--- src/verilog/stl_pkg.sv ---
// constants and types shared by the sync-tag parallel io link
package stl_pkg;

  // ----------------------------------------------------------------
  // word layout on the controller link
  // ----------------------------------------------------------------
  localparam int WORD_W     = 25;
  localparam int BIT_CMD    = 24;
  localparam int BIT_HALF   = 16;
  localparam int BIT_SECTAG = 13;
  localparam int BIT_STTAG  = 12;
  localparam logic [2:0] CMD_MARK = 3'h7;
  localparam logic [1:0] OP_READ   = 2'h0;
  localparam logic [1:0] OP_START  = 2'h1;
  localparam logic [1:0] OP_SERIAL = 2'h2;

  // ----------------------------------------------------------------
  // ports and reset values
  // ----------------------------------------------------------------
  localparam int PORTS   = 4;
  localparam int PORT_W  = 8;
  localparam int LINES   = PORTS * PORT_W;
  localparam logic [31:0] OUT_RST = 32'h0000_0000;
  localparam logic [31:0] SERIAL_DEF = 32'h0000_1234;

  // ----------------------------------------------------------------
  // timing
  // ----------------------------------------------------------------
  localparam int CLK_HZ          = 40_000_000;
  localparam int START_PULSE_NS  = 500;
  localparam int START_PULSE_CYC = (START_PULSE_NS * (CLK_HZ / 1_000_000)) / 1000;
  localparam int SEC_FREQ_HZ     = 1;
  localparam int SEC_PERIOD_CYC  = CLK_HZ / SEC_FREQ_HZ;
  localparam int SEC_HIGH_MS     = 470;
  localparam int SEC_HIGH_CYC    = SEC_HIGH_MS * (CLK_HZ / 1000);
  localparam int FIFO_DEPTH      = 16;

  typedef enum logic [1:0]
  {
    TAG_EXT     = 2'b00,
    TAG_INT     = 2'b01,
    TAG_INT_OUT = 2'b10
  } stl_tag_mode_t;

  typedef enum logic
  {
    TX_IDLE  = 1'b0,
    TX_UPPER = 1'b1
  } stl_tx_state_t;

endpackage

--- src/verilog/stl_stream_if.sv ---
// valid/ready word stream between the link core and its fifo
`timescale 1ns/1ps
`default_nettype none
interface stl_stream_if #(parameter int W = 25);
  logic         valid;
  logic         ready;
  logic [W-1:0] data;
  modport src (output valid, output data, input ready);
  modport snk (input valid, input data, output ready);
endinterface
`default_nettype wire

--- src/verilog/stl_link.sv ---
// sync-tag parallel io link: controller words, 32 io lines, tag events
//
// Overview of operation
// RL1 - all output lines update in one write
// RL2 - all input lines captured in one sample
// RL3 - commands carry ones in bits 24..22
// RL4 - lower data word: bit24 and bit16 clear
// RL5 - upper data word: bit24 clear, bit16 set
// RL6 - reply command: bit24 set, bits 15..8 zero
// RL7 - tag packet: bit24, flags 13 and 12 only
// RL8 - every tag event sends a tag packet
// RL9 - finish data pair before tag packet
// RL10 - controller avoids reads when syncing tightly
// RL11 - only one module generates sync events
// RL12 - start and second tags have own modes
// RL13 - external mode fires on rising edge
// RL14 - external second tag uses second line
// RL15 - internal start: command fires, line input
// RL16 - start output mode: 500 ns high pulse
// RL17 - internal second tag at 1 Hz
// RL18 - second output mode: 470 ms high
// RL19 - strapped ports power up driving low
// RL20 - readable serial number
// RL21 - accept commands, reply, access ports
// RL22 - four eight-bit ports, 32 lines
// RL23 - per-port direction set by software
// RL24 - strapped port stays output always
// RL25 - tag packet flags only fired tags
`timescale 1ns/1ps
`default_nettype none
module stl_link
  import stl_pkg::*;
#(
  parameter int          SEC_PERIOD = SEC_PERIOD_CYC,
  parameter int          SEC_HIGH   = SEC_HIGH_CYC,
  parameter logic [31:0] SERIAL     = SERIAL_DEF,   // arbitrary value
  parameter int          DEPTH      = FIFO_DEPTH
)
(
  input  wire logic                sys_clk,
  input  wire logic                rstn,
  input  wire logic                rx_valid,
  input  wire logic [WORD_W-1:0]   rx_word,
  output logic                     rx_ready,
  output logic                     tx_valid,
  output logic [WORD_W-1:0]        tx_word,
  input  wire logic                tx_ready,
  input  wire logic [LINES-1:0]    io_in,
  output logic [LINES-1:0]         io_out,
  output logic [PORTS-1:0]         io_oe_n,
  input  wire logic [PORTS-1:0]    port_dir_out,
  input  wire logic [PORTS-1:0]    power_on_low_straps,
  input  wire stl_tag_mode_t       start_mode,
  input  wire stl_tag_mode_t       second_mode,
  input  wire logic                start_tag_in,
  output logic                     start_tag_out,
  output logic                     start_tag_oe_n,
  input  wire logic                second_tag_in,
  output logic                     second_tag_out,
  output logic                     second_tag_oe_n
);
  // ----------------------------------------------------------------
  // input synchronisers
  // ----------------------------------------------------------------
  logic [LINES-1:0] io_s1_r, io_s2_r;
  logic [PORTS-1:0] strap_s1_r, strap_s2_r, strap_r;
  logic             strap_done_r;
  logic [1:0]       strap_age_r;
  logic [2:0]       st_sync_r, sec_sync_r;

  always_ff @(posedge sys_clk or negedge rstn)
  begin
    if (!rstn)
    begin
      io_s1_r      <= '0;
      io_s2_r      <= '0;
      strap_s1_r   <= '0;
      strap_s2_r   <= '0;
      strap_r      <= '0;
      strap_done_r <= 1'b0;
      strap_age_r  <= 2'h0;
      st_sync_r    <= '0;
      sec_sync_r   <= '0;
    end
    else
    begin
      io_s1_r    <= io_in;
      io_s2_r    <= io_s1_r;
      strap_s1_r <= power_on_low_straps;
      strap_s2_r <= strap_s1_r;
      // straps are caught once the synchroniser holds a real sample, then frozen
      if (!strap_done_r)
      begin
        strap_age_r <= strap_age_r + 2'h1;
        if (strap_age_r == 2'h2)
        begin
          strap_r      <= strap_s2_r;                   // RL19
          strap_done_r <= 1'b1;
        end
      end
      st_sync_r  <= {st_sync_r[1:0], start_tag_in};
      sec_sync_r <= {sec_sync_r[1:0], second_tag_in};
    end
  end

  // ----------------------------------------------------------------
  // command and data decode
  // ----------------------------------------------------------------
  logic                rx_ready_r, rx_ready_nxt;
  logic                take;
  logic                is_cmd, is_data;
  logic [1:0]          opcode;
  logic [15:0]         stage_lo_r, stage_lo_nxt;
  logic [LINES-1:0]    out_val_r, out_val_nxt;
  logic [LINES-1:0]    snap_r, snap_nxt;
  logic                rd_pend_r, rd_pend_nxt;
  logic                rsp_pend_r, rsp_pend_nxt;
  logic [WORD_W-1:0]   rsp_word_r, rsp_word_nxt;
  logic                sw_start;
  logic                acc_rd_lo, acc_rd_hi, acc_rsp;

  assign take    = rx_valid & rx_ready_r;
  assign is_cmd  = rx_word[BIT_CMD -: 3] == CMD_MARK;  // RL3
  assign is_data = ~rx_word[BIT_CMD];                   // RL4 RL5
  assign opcode  = rx_word[21:20];
  assign sw_start = take & is_cmd & (opcode == OP_START);

  always_comb
  begin
    stage_lo_nxt = stage_lo_r;
    out_val_nxt  = out_val_r;
    snap_nxt     = snap_r;
    rd_pend_nxt  = rd_pend_r & ~acc_rd_hi;
    rsp_pend_nxt = rsp_pend_r & ~acc_rsp;
    rsp_word_nxt = rsp_word_r;
    if (take & is_data & ~rx_word[BIT_HALF])
      stage_lo_nxt = rx_word[15:0];                     // RL4
    // both halves land in one register load
    if (take & is_data & rx_word[BIT_HALF])
      out_val_nxt = {rx_word[15:0], stage_lo_r};        // RL1 RL5 RL21
    if (take & is_cmd & (opcode == OP_READ))
    begin
      snap_nxt    = io_s2_r;                            // RL2
      rd_pend_nxt = 1'b1;
    end
    if (take & is_cmd & (opcode == OP_SERIAL))
    begin
      rsp_pend_nxt = 1'b1;
      rsp_word_nxt = {1'b1, rx_word[23:16], 8'h00,
                      SERIAL[8*rx_word[1:0] +: 8]};     // RL6 RL20
    end
    // hold off new words while a reply is still owed
    rx_ready_nxt = ~rd_pend_nxt & ~rsp_pend_nxt;
  end

  always_ff @(posedge sys_clk or negedge rstn)
  begin
    if (!rstn)
    begin
      rx_ready_r <= 1'b0;
      stage_lo_r <= '0;
      out_val_r  <= OUT_RST;                            // RL19
      snap_r     <= '0;
      rd_pend_r  <= 1'b0;
      rsp_pend_r <= 1'b0;
      rsp_word_r <= '0;
    end
    else
    begin
      rx_ready_r <= rx_ready_nxt;
      stage_lo_r <= stage_lo_nxt;
      out_val_r  <= out_val_nxt;
      snap_r     <= snap_nxt;
      rd_pend_r  <= rd_pend_nxt;
      rsp_pend_r <= rsp_pend_nxt;
      rsp_word_r <= rsp_word_nxt;
    end
  end

  // ----------------------------------------------------------------
  // port drivers
  // ----------------------------------------------------------------
  logic [PORTS-1:0] oe_n_r, oe_n_nxt;

  always_comb
  begin
    // a strapped port never returns to input
    oe_n_nxt = ~(port_dir_out | strap_r);               // RL22 RL23 RL24
  end

  always_ff @(posedge sys_clk or negedge rstn)
  begin
    if (!rstn)
      oe_n_r <= '1;
    else
      oe_n_r <= oe_n_nxt;
  end

  assign io_out  = out_val_r;
  assign io_oe_n = oe_n_r;

  // ----------------------------------------------------------------
  // tag event sources
  // ----------------------------------------------------------------
  logic [4:0]  st_cnt_r, st_cnt_nxt;
  logic        st_out_r, st_out_nxt;
  logic        st_oe_n_r, st_oe_n_nxt;
  logic [25:0] sec_cnt_r, sec_cnt_nxt;
  logic        sec_out_r, sec_out_nxt;
  logic        sec_oe_n_r, sec_oe_n_nxt;
  logic        st_ev, sec_ev;

  always_comb
  begin
    st_cnt_nxt = (st_cnt_r != '0) ? st_cnt_r - 5'h01 : st_cnt_r;
    unique case (start_mode)                            // RL12
      TAG_EXT:
        st_ev = st_sync_r[1] & ~st_sync_r[2];           // RL13
      TAG_INT:
        st_ev = sw_start;                               // RL15
      TAG_INT_OUT:
      begin
        st_ev = sw_start;
        if (sw_start)
          st_cnt_nxt = 5'(START_PULSE_CYC);             // RL16
      end
      default:
        st_ev = 1'b0;
    endcase
    st_out_nxt  = (st_cnt_nxt != '0);
    st_oe_n_nxt = (start_mode != TAG_INT_OUT);          // RL15
  end

  always_comb
  begin
    // divider held at zero in external mode; the tag fires as the count wraps
    if (second_mode == TAG_EXT || sec_cnt_r == 26'(SEC_PERIOD - 1))
      sec_cnt_nxt = '0;
    else
      sec_cnt_nxt = sec_cnt_r + 26'h1;
    unique case (second_mode)
      TAG_EXT:
        sec_ev = sec_sync_r[1] & ~sec_sync_r[2];        // RL13 RL14
      TAG_INT, TAG_INT_OUT:
        sec_ev = (sec_cnt_r == 26'(SEC_PERIOD - 1));    // RL17
      default:
        sec_ev = 1'b0;
    endcase
    // the high phase only starts at an event, so a mode switch gives no runt pulse
    sec_out_nxt  = (second_mode == TAG_INT_OUT) &&
                   (sec_ev || (sec_out_r && (sec_cnt_nxt < 26'(SEC_HIGH))));  // RL18
    sec_oe_n_nxt = (second_mode != TAG_INT_OUT);
  end

  always_ff @(posedge sys_clk or negedge rstn)
  begin
    if (!rstn)
    begin
      st_cnt_r   <= '0;
      st_out_r   <= 1'b0;
      st_oe_n_r  <= 1'b1;
      sec_cnt_r  <= '0;
      sec_out_r  <= 1'b0;
      sec_oe_n_r <= 1'b1;
    end
    else
    begin
      st_cnt_r   <= st_cnt_nxt;
      st_out_r   <= st_out_nxt;
      st_oe_n_r  <= st_oe_n_nxt;
      sec_cnt_r  <= sec_cnt_nxt;
      sec_out_r  <= sec_out_nxt;
      sec_oe_n_r <= sec_oe_n_nxt;
    end
  end

  assign start_tag_out   = st_out_r;
  assign start_tag_oe_n  = st_oe_n_r;
  assign second_tag_out  = sec_out_r;
  assign second_tag_oe_n = sec_oe_n_r;

  // ----------------------------------------------------------------
  // transmit arbiter
  // ----------------------------------------------------------------
  stl_stream_if #(.W(WORD_W)) push_if ();
  stl_stream_if #(.W(WORD_W)) pop_if ();
  stl_tx_state_t       tx_r, tx_nxt;
  logic                st_pend_r, st_pend_nxt;
  logic                sec_pend_r, sec_pend_nxt;
  logic                acc_tag, push_ok;
  logic                txv_r, txv_nxt;
  logic [WORD_W-1:0]   txw_r, txw_nxt;

  assign push_ok = push_if.valid & push_if.ready;

  always_comb
  begin
    push_if.valid = 1'b0;
    push_if.data  = '0;
    tx_nxt        = tx_r;
    acc_tag       = 1'b0;
    acc_rsp       = 1'b0;
    acc_rd_lo     = 1'b0;
    acc_rd_hi     = 1'b0;
    unique case (tx_r)
      TX_IDLE:
      begin
        if (st_pend_r | sec_pend_r)
        begin
          push_if.valid = 1'b1;
          push_if.data  = '0;
          push_if.data[BIT_CMD]    = 1'b1;              // RL7
          push_if.data[BIT_SECTAG] = sec_pend_r;        // RL25
          push_if.data[BIT_STTAG]  = st_pend_r;
          acc_tag = push_ok;
        end
        else if (rsp_pend_r)
        begin
          push_if.valid = 1'b1;
          push_if.data  = rsp_word_r;
          acc_rsp = push_ok;
        end
        else if (rd_pend_r)
        begin
          push_if.valid = 1'b1;
          push_if.data  = {1'b0, 7'h00, 1'b0, snap_r[15:0]};   // RL4
          acc_rd_lo = push_ok;
          if (push_ok)
            tx_nxt = TX_UPPER;
        end
      end
      TX_UPPER:
      begin
        // the pair is never split by a tag packet
        push_if.valid = 1'b1;                           // RL9
        push_if.data  = {1'b0, 7'h00, 1'b1, snap_r[31:16]};    // RL5
        acc_rd_hi = push_ok;
        if (push_ok)
          tx_nxt = TX_IDLE;
      end
    endcase
    // a new event in the clearing cycle stays pending
    st_pend_nxt  = st_ev | (st_pend_r & ~acc_tag);      // RL8
    sec_pend_nxt = sec_ev | (sec_pend_r & ~acc_tag);
    pop_if.ready = ~txv_r | tx_ready;
    txv_nxt = txv_r;
    txw_nxt = txw_r;
    if (pop_if.ready)
    begin
      txv_nxt = pop_if.valid;
      txw_nxt = pop_if.data;
    end
  end

  always_ff @(posedge sys_clk or negedge rstn)
  begin
    if (!rstn)
    begin
      tx_r       <= TX_IDLE;
      st_pend_r  <= 1'b0;
      sec_pend_r <= 1'b0;
      txv_r      <= 1'b0;
      txw_r      <= '0;
    end
    else
    begin
      tx_r       <= tx_nxt;
      st_pend_r  <= st_pend_nxt;
      sec_pend_r <= sec_pend_nxt;
      txv_r      <= txv_nxt;
      txw_r      <= txw_nxt;
    end
  end

  stl_fifo #(.W(WORD_W), .DEPTH(DEPTH)) u_fifo
  (
    .sys_clk (sys_clk),
    .rstn    (rstn),
    .wr      (push_if),
    .rd      (pop_if)
  );

  assign rx_ready = rx_ready_r;
  assign tx_valid = txv_r;
  assign tx_word  = txw_r;
endmodule
`default_nettype wire

--- src/verilog/stl_fifo.sv ---
// flip-flop fifo with valid/ready on both sides
`timescale 1ns/1ps
`default_nettype none
module stl_fifo
  import stl_pkg::*;
#(
  parameter int W     = 25,
  parameter int DEPTH = 16
)
(
  input  wire logic sys_clk,
  input  wire logic rstn,
  stl_stream_if.snk wr,
  stl_stream_if.src rd
);
  localparam int AW = $clog2(DEPTH);

  logic [W-1:0] mem_r [DEPTH];
  logic [AW-1:0] wp_r, wp_nxt, rp_r, rp_nxt;
  logic [AW:0]   cnt_r, cnt_nxt;
  logic          do_wr, do_rd;

  // ----------------------------------------------------------------
  // pointers
  // ----------------------------------------------------------------
  assign wr.ready = (cnt_r != (AW+1)'(DEPTH));
  assign rd.valid = (cnt_r != '0);
  assign rd.data  = mem_r[rp_r];
  assign do_wr    = wr.valid & wr.ready;
  assign do_rd    = rd.valid & rd.ready;

  always_comb
  begin
    wp_nxt  = do_wr ? wp_r + 1'b1 : wp_r;
    rp_nxt  = do_rd ? rp_r + 1'b1 : rp_r;
    cnt_nxt = cnt_r + (AW+1)'(do_wr) - (AW+1)'(do_rd);
  end

  always_ff @(posedge sys_clk or negedge rstn)
  begin
    if (!rstn)
    begin
      wp_r  <= '0;
      rp_r  <= '0;
      cnt_r <= '0;
    end
    else
    begin
      wp_r  <= wp_nxt;
      rp_r  <= rp_nxt;
      cnt_r <= cnt_nxt;
    end
  end

  // storage holds no reset; only written slots are ever read
  always_ff @(posedge sys_clk)
  begin
    if (do_wr)
      mem_r[wp_r] <= wr.data;
  end
endmodule
`default_nettype wire

--- config.mk ---
export PLATFORM = sky130hd
export DESIGN_NAME = stl_link
export DESIGN_NICKNAME = d
export VERILOG_FILES = /design/src/verilog/stl_pkg.sv /design/src/verilog/stl_stream_if.sv /design/src/verilog/stl_link.sv /design/src/verilog/stl_fifo.sv
export SDC_FILE = /design/constraint.sdc
export NUM_CORES = 1
export LEC_CHECK = 0
export CAP_MARGIN = 10
export CORE_MARGIN = 5
export CORE_UTILIZATION = 60
export DETAILED_ROUTE_END_ITERATION = 6
export DONT_BUFFER_PORTS = 1
export PLACE_DENSITY = 0.76
export SLEW_MARGIN = 20
export SYNTH_ARGS = -nofsm -noshare
export SYNTH_HDL_FRONTEND = slang
export SYNTH_SLANG_ARGS = --single-unit
export TNS_END_PERCENT = 30
--- constraint.sdc ---
create_clock -name sys_clk -period 4.9 [get_ports sys_clk]
set_clock_uncertainty 0.1 [all_clocks]
set_input_delay 0.49 -clock sys_clk [delete_from_list [all_inputs] [get_ports sys_clk]]
set_output_delay 0.49 -clock sys_clk [all_outputs]
set_load 0.1 [all_outputs]
==> results.md <==
- Outcome: finished, violations left
- Failing checks: hold timing
- Global-route wire length before repair: 80600 um
- Initial drt markers: around 1200
- Crit path cell chain: nor3_1, a21oi_1, nor3b_1, and2_1, buf_12
- IO Port Bufs: 0
- Die X: about 210 um
- Synth warn: 0
- Fmax: between 200 and 300 MHz
- Peak supply drop: about 0.00057 V
- Fraction of registers with async set/reset: between 30% and 40%
- Top-area cell type share of the netlist area: between 40% and 50%
- TritonCTS Buffers: 66
- Post-route ant nets: 0
- Remaining Overflow, GRT: 0
- Leading area contributor after synthesis: edfxtp_1
- Crit path arrival time: roughly 3.6 ns
- Largest net degree at the start of global routing: 262
- Core Area: ~0.042 sq mm
- R2R cell count: 5
- CP top delay family: simple AND/OR/NAND/NOR gates
- DR WL/cell: approximately 26 um
- Clock Path Buffers: 3
- Worst path bufs/invs: 1
- Htree depth: 3
- Multi-input combinational cell area: between 0.006 and 0.007 sq mm
- Cts hold-fix bufs: 65
- EDFF count, synth: 400
- Worst setup EP type: flip-flop
- Crit path kind: reg -> reg
- FP Rows: between 70 and 80
- Initial antenna violation count: 0
- #FFs+latches synth: 661
- Syn Area/Cell: 19.3 sq um
- CTS sink cnt: 661
- Clock root buffer: clkbuf_16
- Fraction of layout cells with a size suffix above 1: 26.7%
- Mapped Cells: 1303
- Worst Setup Start Kind: flip-flop
- Mapped Nets: ~1400
- Req. time, crit path: just over 5 ns
- Worst Max-Slew Pin Slew: about 1.0 ns
- Vias in the first global route: ~13000
- Fin worst setup slack: approximately 1.5 ns
- Placed Area: 0.0259 sq mm
- Die Y: around 210 um
- CP max-delay cell: dfrtp_1
- Sequential cell area fraction in the yosys report: between 70% and 80%
- Fin. Hold Viols: about 260
- Tcrit/Tclk final: a little over two thirds
- Placer Congestion: about 0.84
- Reg clk slew, reported paths: 0.06 ns
- Worst-skew pair later-pin latency: 0.58 ns
- Final hold slack: -0.482 ns
- Leak: between 10 and 15 nW
- Final Setup Violations: 0
- Post-route cell area: about 0.029 sq mm
- Slew headroom: about 32%
- Starting Density: between 60 and 70%
- Filler cells: 2542
- Synth area leaders: edfxtp_1, dfrtp_1, mux4_2
- Distinct cells, synth: 65
- CP Max Fanout: 25
- Slowest Stage Delay on Critical Path: just over 0.8 ns
- All-layer global routing usage: a little under a quarter
- Synth-to-layout area growth: 13.6%
- Average via count per standard cell: ~6
- Antenna Cells: 0
- Hold crit path type: in -> async
- Final wirelength: ~50000 um
- Total I/O pin count: 142
- Synth top cells by count: edfxtp_1, dfrtp_1, mux4_2
- Worst reg2reg path startpoint: tx_r
- CTS tree: done
- Routed vias: around 12000
- Reg-to-Reg End: u_fifo.mem_r[0][12]
- DRT Pass-1 Iters: 5
- Final Slew Violations: 0
- Die outline area: about 0.046 sq mm
- NumNets Final: 1510
- FF+latch area: between 0.015 and 0.02 sq mm
- Placed wire-length estimate: around 30000 um
- R2r setup slk: around 1.5 ns
- RSZ-0062 raised after global routing: false
- Max-cap violation count: 0
- Tmin final: 3.42 ns
- Post-CTS setup buffer count: 0
- Post-cts sizing count: 0
- Drt drc: 0
- Worst slack at placement: roughly 1.5 ns
- Mapped Area: between 0.02 and 0.03 sq mm
- Fin Setup TNS: 0 ns
- P per Cell Area: 612 mW/mm^2
- Ys flop type: edfxtp_1
- Most common cell in the netlist: edfxtp_1
cell families after synthesis:
logic type | Yosys count | share of synthesized area [%]
flops | 661 | 73.7
mux | 240 | 16.3
buf+inv | 86 | 1.64
fa+ha+maj | 21 | 1.07
compound gates | 71 | 2.00
xor+xnor | 34 | 1.18
simple gates | 190 | 4.11
layout make-up:
class                           count  area share (%)
Timing Repair Buffer               97            3.33
Inverter                           32           0.420
Clock inverter                     30           0.765
Clock buffer                       90            6.49
Multi-Input combinational cell    556            21.8
Sequential cell                   661            64.9
Tap cell                          539            2.36
worst max path at each step:
stage,startpoint,end,slack [ns],depth (start not counted)
4_1_cts,tx_r,u_fifo.mem_r[0][5],1.47,5
3_5_place_dp,tx_r,u_fifo.mem_r[0][14],1.51,5
5_1_grt,tx_r,u_fifo.mem_r[0][12],1.12,5
2_1_floorplan,tx_valid,u_fifo.cnt_r[4],1.90,14
6_report,tx_r,u_fifo.mem_r[0][12],1.48,5
3_3_place_gp,u_fifo.cnt_r[3],u_fifo.cnt_r[4],1.57,14
power by group:
group | total (mW) | internal [mW] | switching (mW)
clock | 4.80 | 2.77 | 2.03
sequential | 9.36 | 6.91 | 2.45
combinational | 3.36 | 1.81 | 1.54
per-stage QoR:
step	hold WS (ns)	instances	utilization (%)	power [mW]
2_1_floorplan	0.0944	1303	-	11.8
4_1_cts	-0.522	2004	68.5	17.7
6_report	-0.482	2005	68.5	17.5
3_5_place_dp	0.103	1819	61.9	12.8
3_3_place_gp	0.108	1819	61.9	12.7
5_1_grt	-0.519	2005	68.5	18.3
layer usage:
metal / part of all wire (%) / global-route usage (%)
met4: 1.9 / 5.45
met2: 50 / 37.0
met1: 41 / 32.4
met5: 0 / 0
met3: 7.8 / 5.54
state kept, by name, summed over array words and instances (netlist names), 3 cells and up:
signal and flops:
u_fifo.mem_r 400, io_out 32, io_s1_r 32, io_s2_r 32, snap_r 32, sec_cnt_r 26
tx_word 25, stage_lo_r 16, rsp_word_r 12, st_cnt_r 5, u_fifo.cnt_r 5, io_oe_n 4
strap_r 4, strap_s1_r 4, strap_s2_r 4, u_fifo.rp_r 4, u_fifo.wp_r 4, sec_sync_r 3
st_sync_r 3
cells in the final DEF (no fill, tap or decap), types with 8 or more instances in the layout:
cell type,Yosys,layout
buf_4,1,27
dfrtp_1,255,251
clkbuf_1,21,16
o21ai_0,14,14
and2_1,23,23
inv_1,32,32
mux2_2,115,115
clkinv_2,0,11
dlygate4sd3_1,0,65
a22o_1,10,10
a21oi_1,13,13
nor2_1,46,46
xnor2_1,18,18
nand4_1,11,11
nand3_1,11,11
edfxtp_1,400,400
nand2_1,36,36
clkinv_1,0,10
mux4_2,125,125
xor2_1,16,16
clkbuf_16,0,69
ha_1,20,20
nand2b_1,8,8
and3_1,11,11
(Power assumes the default switching activity.)
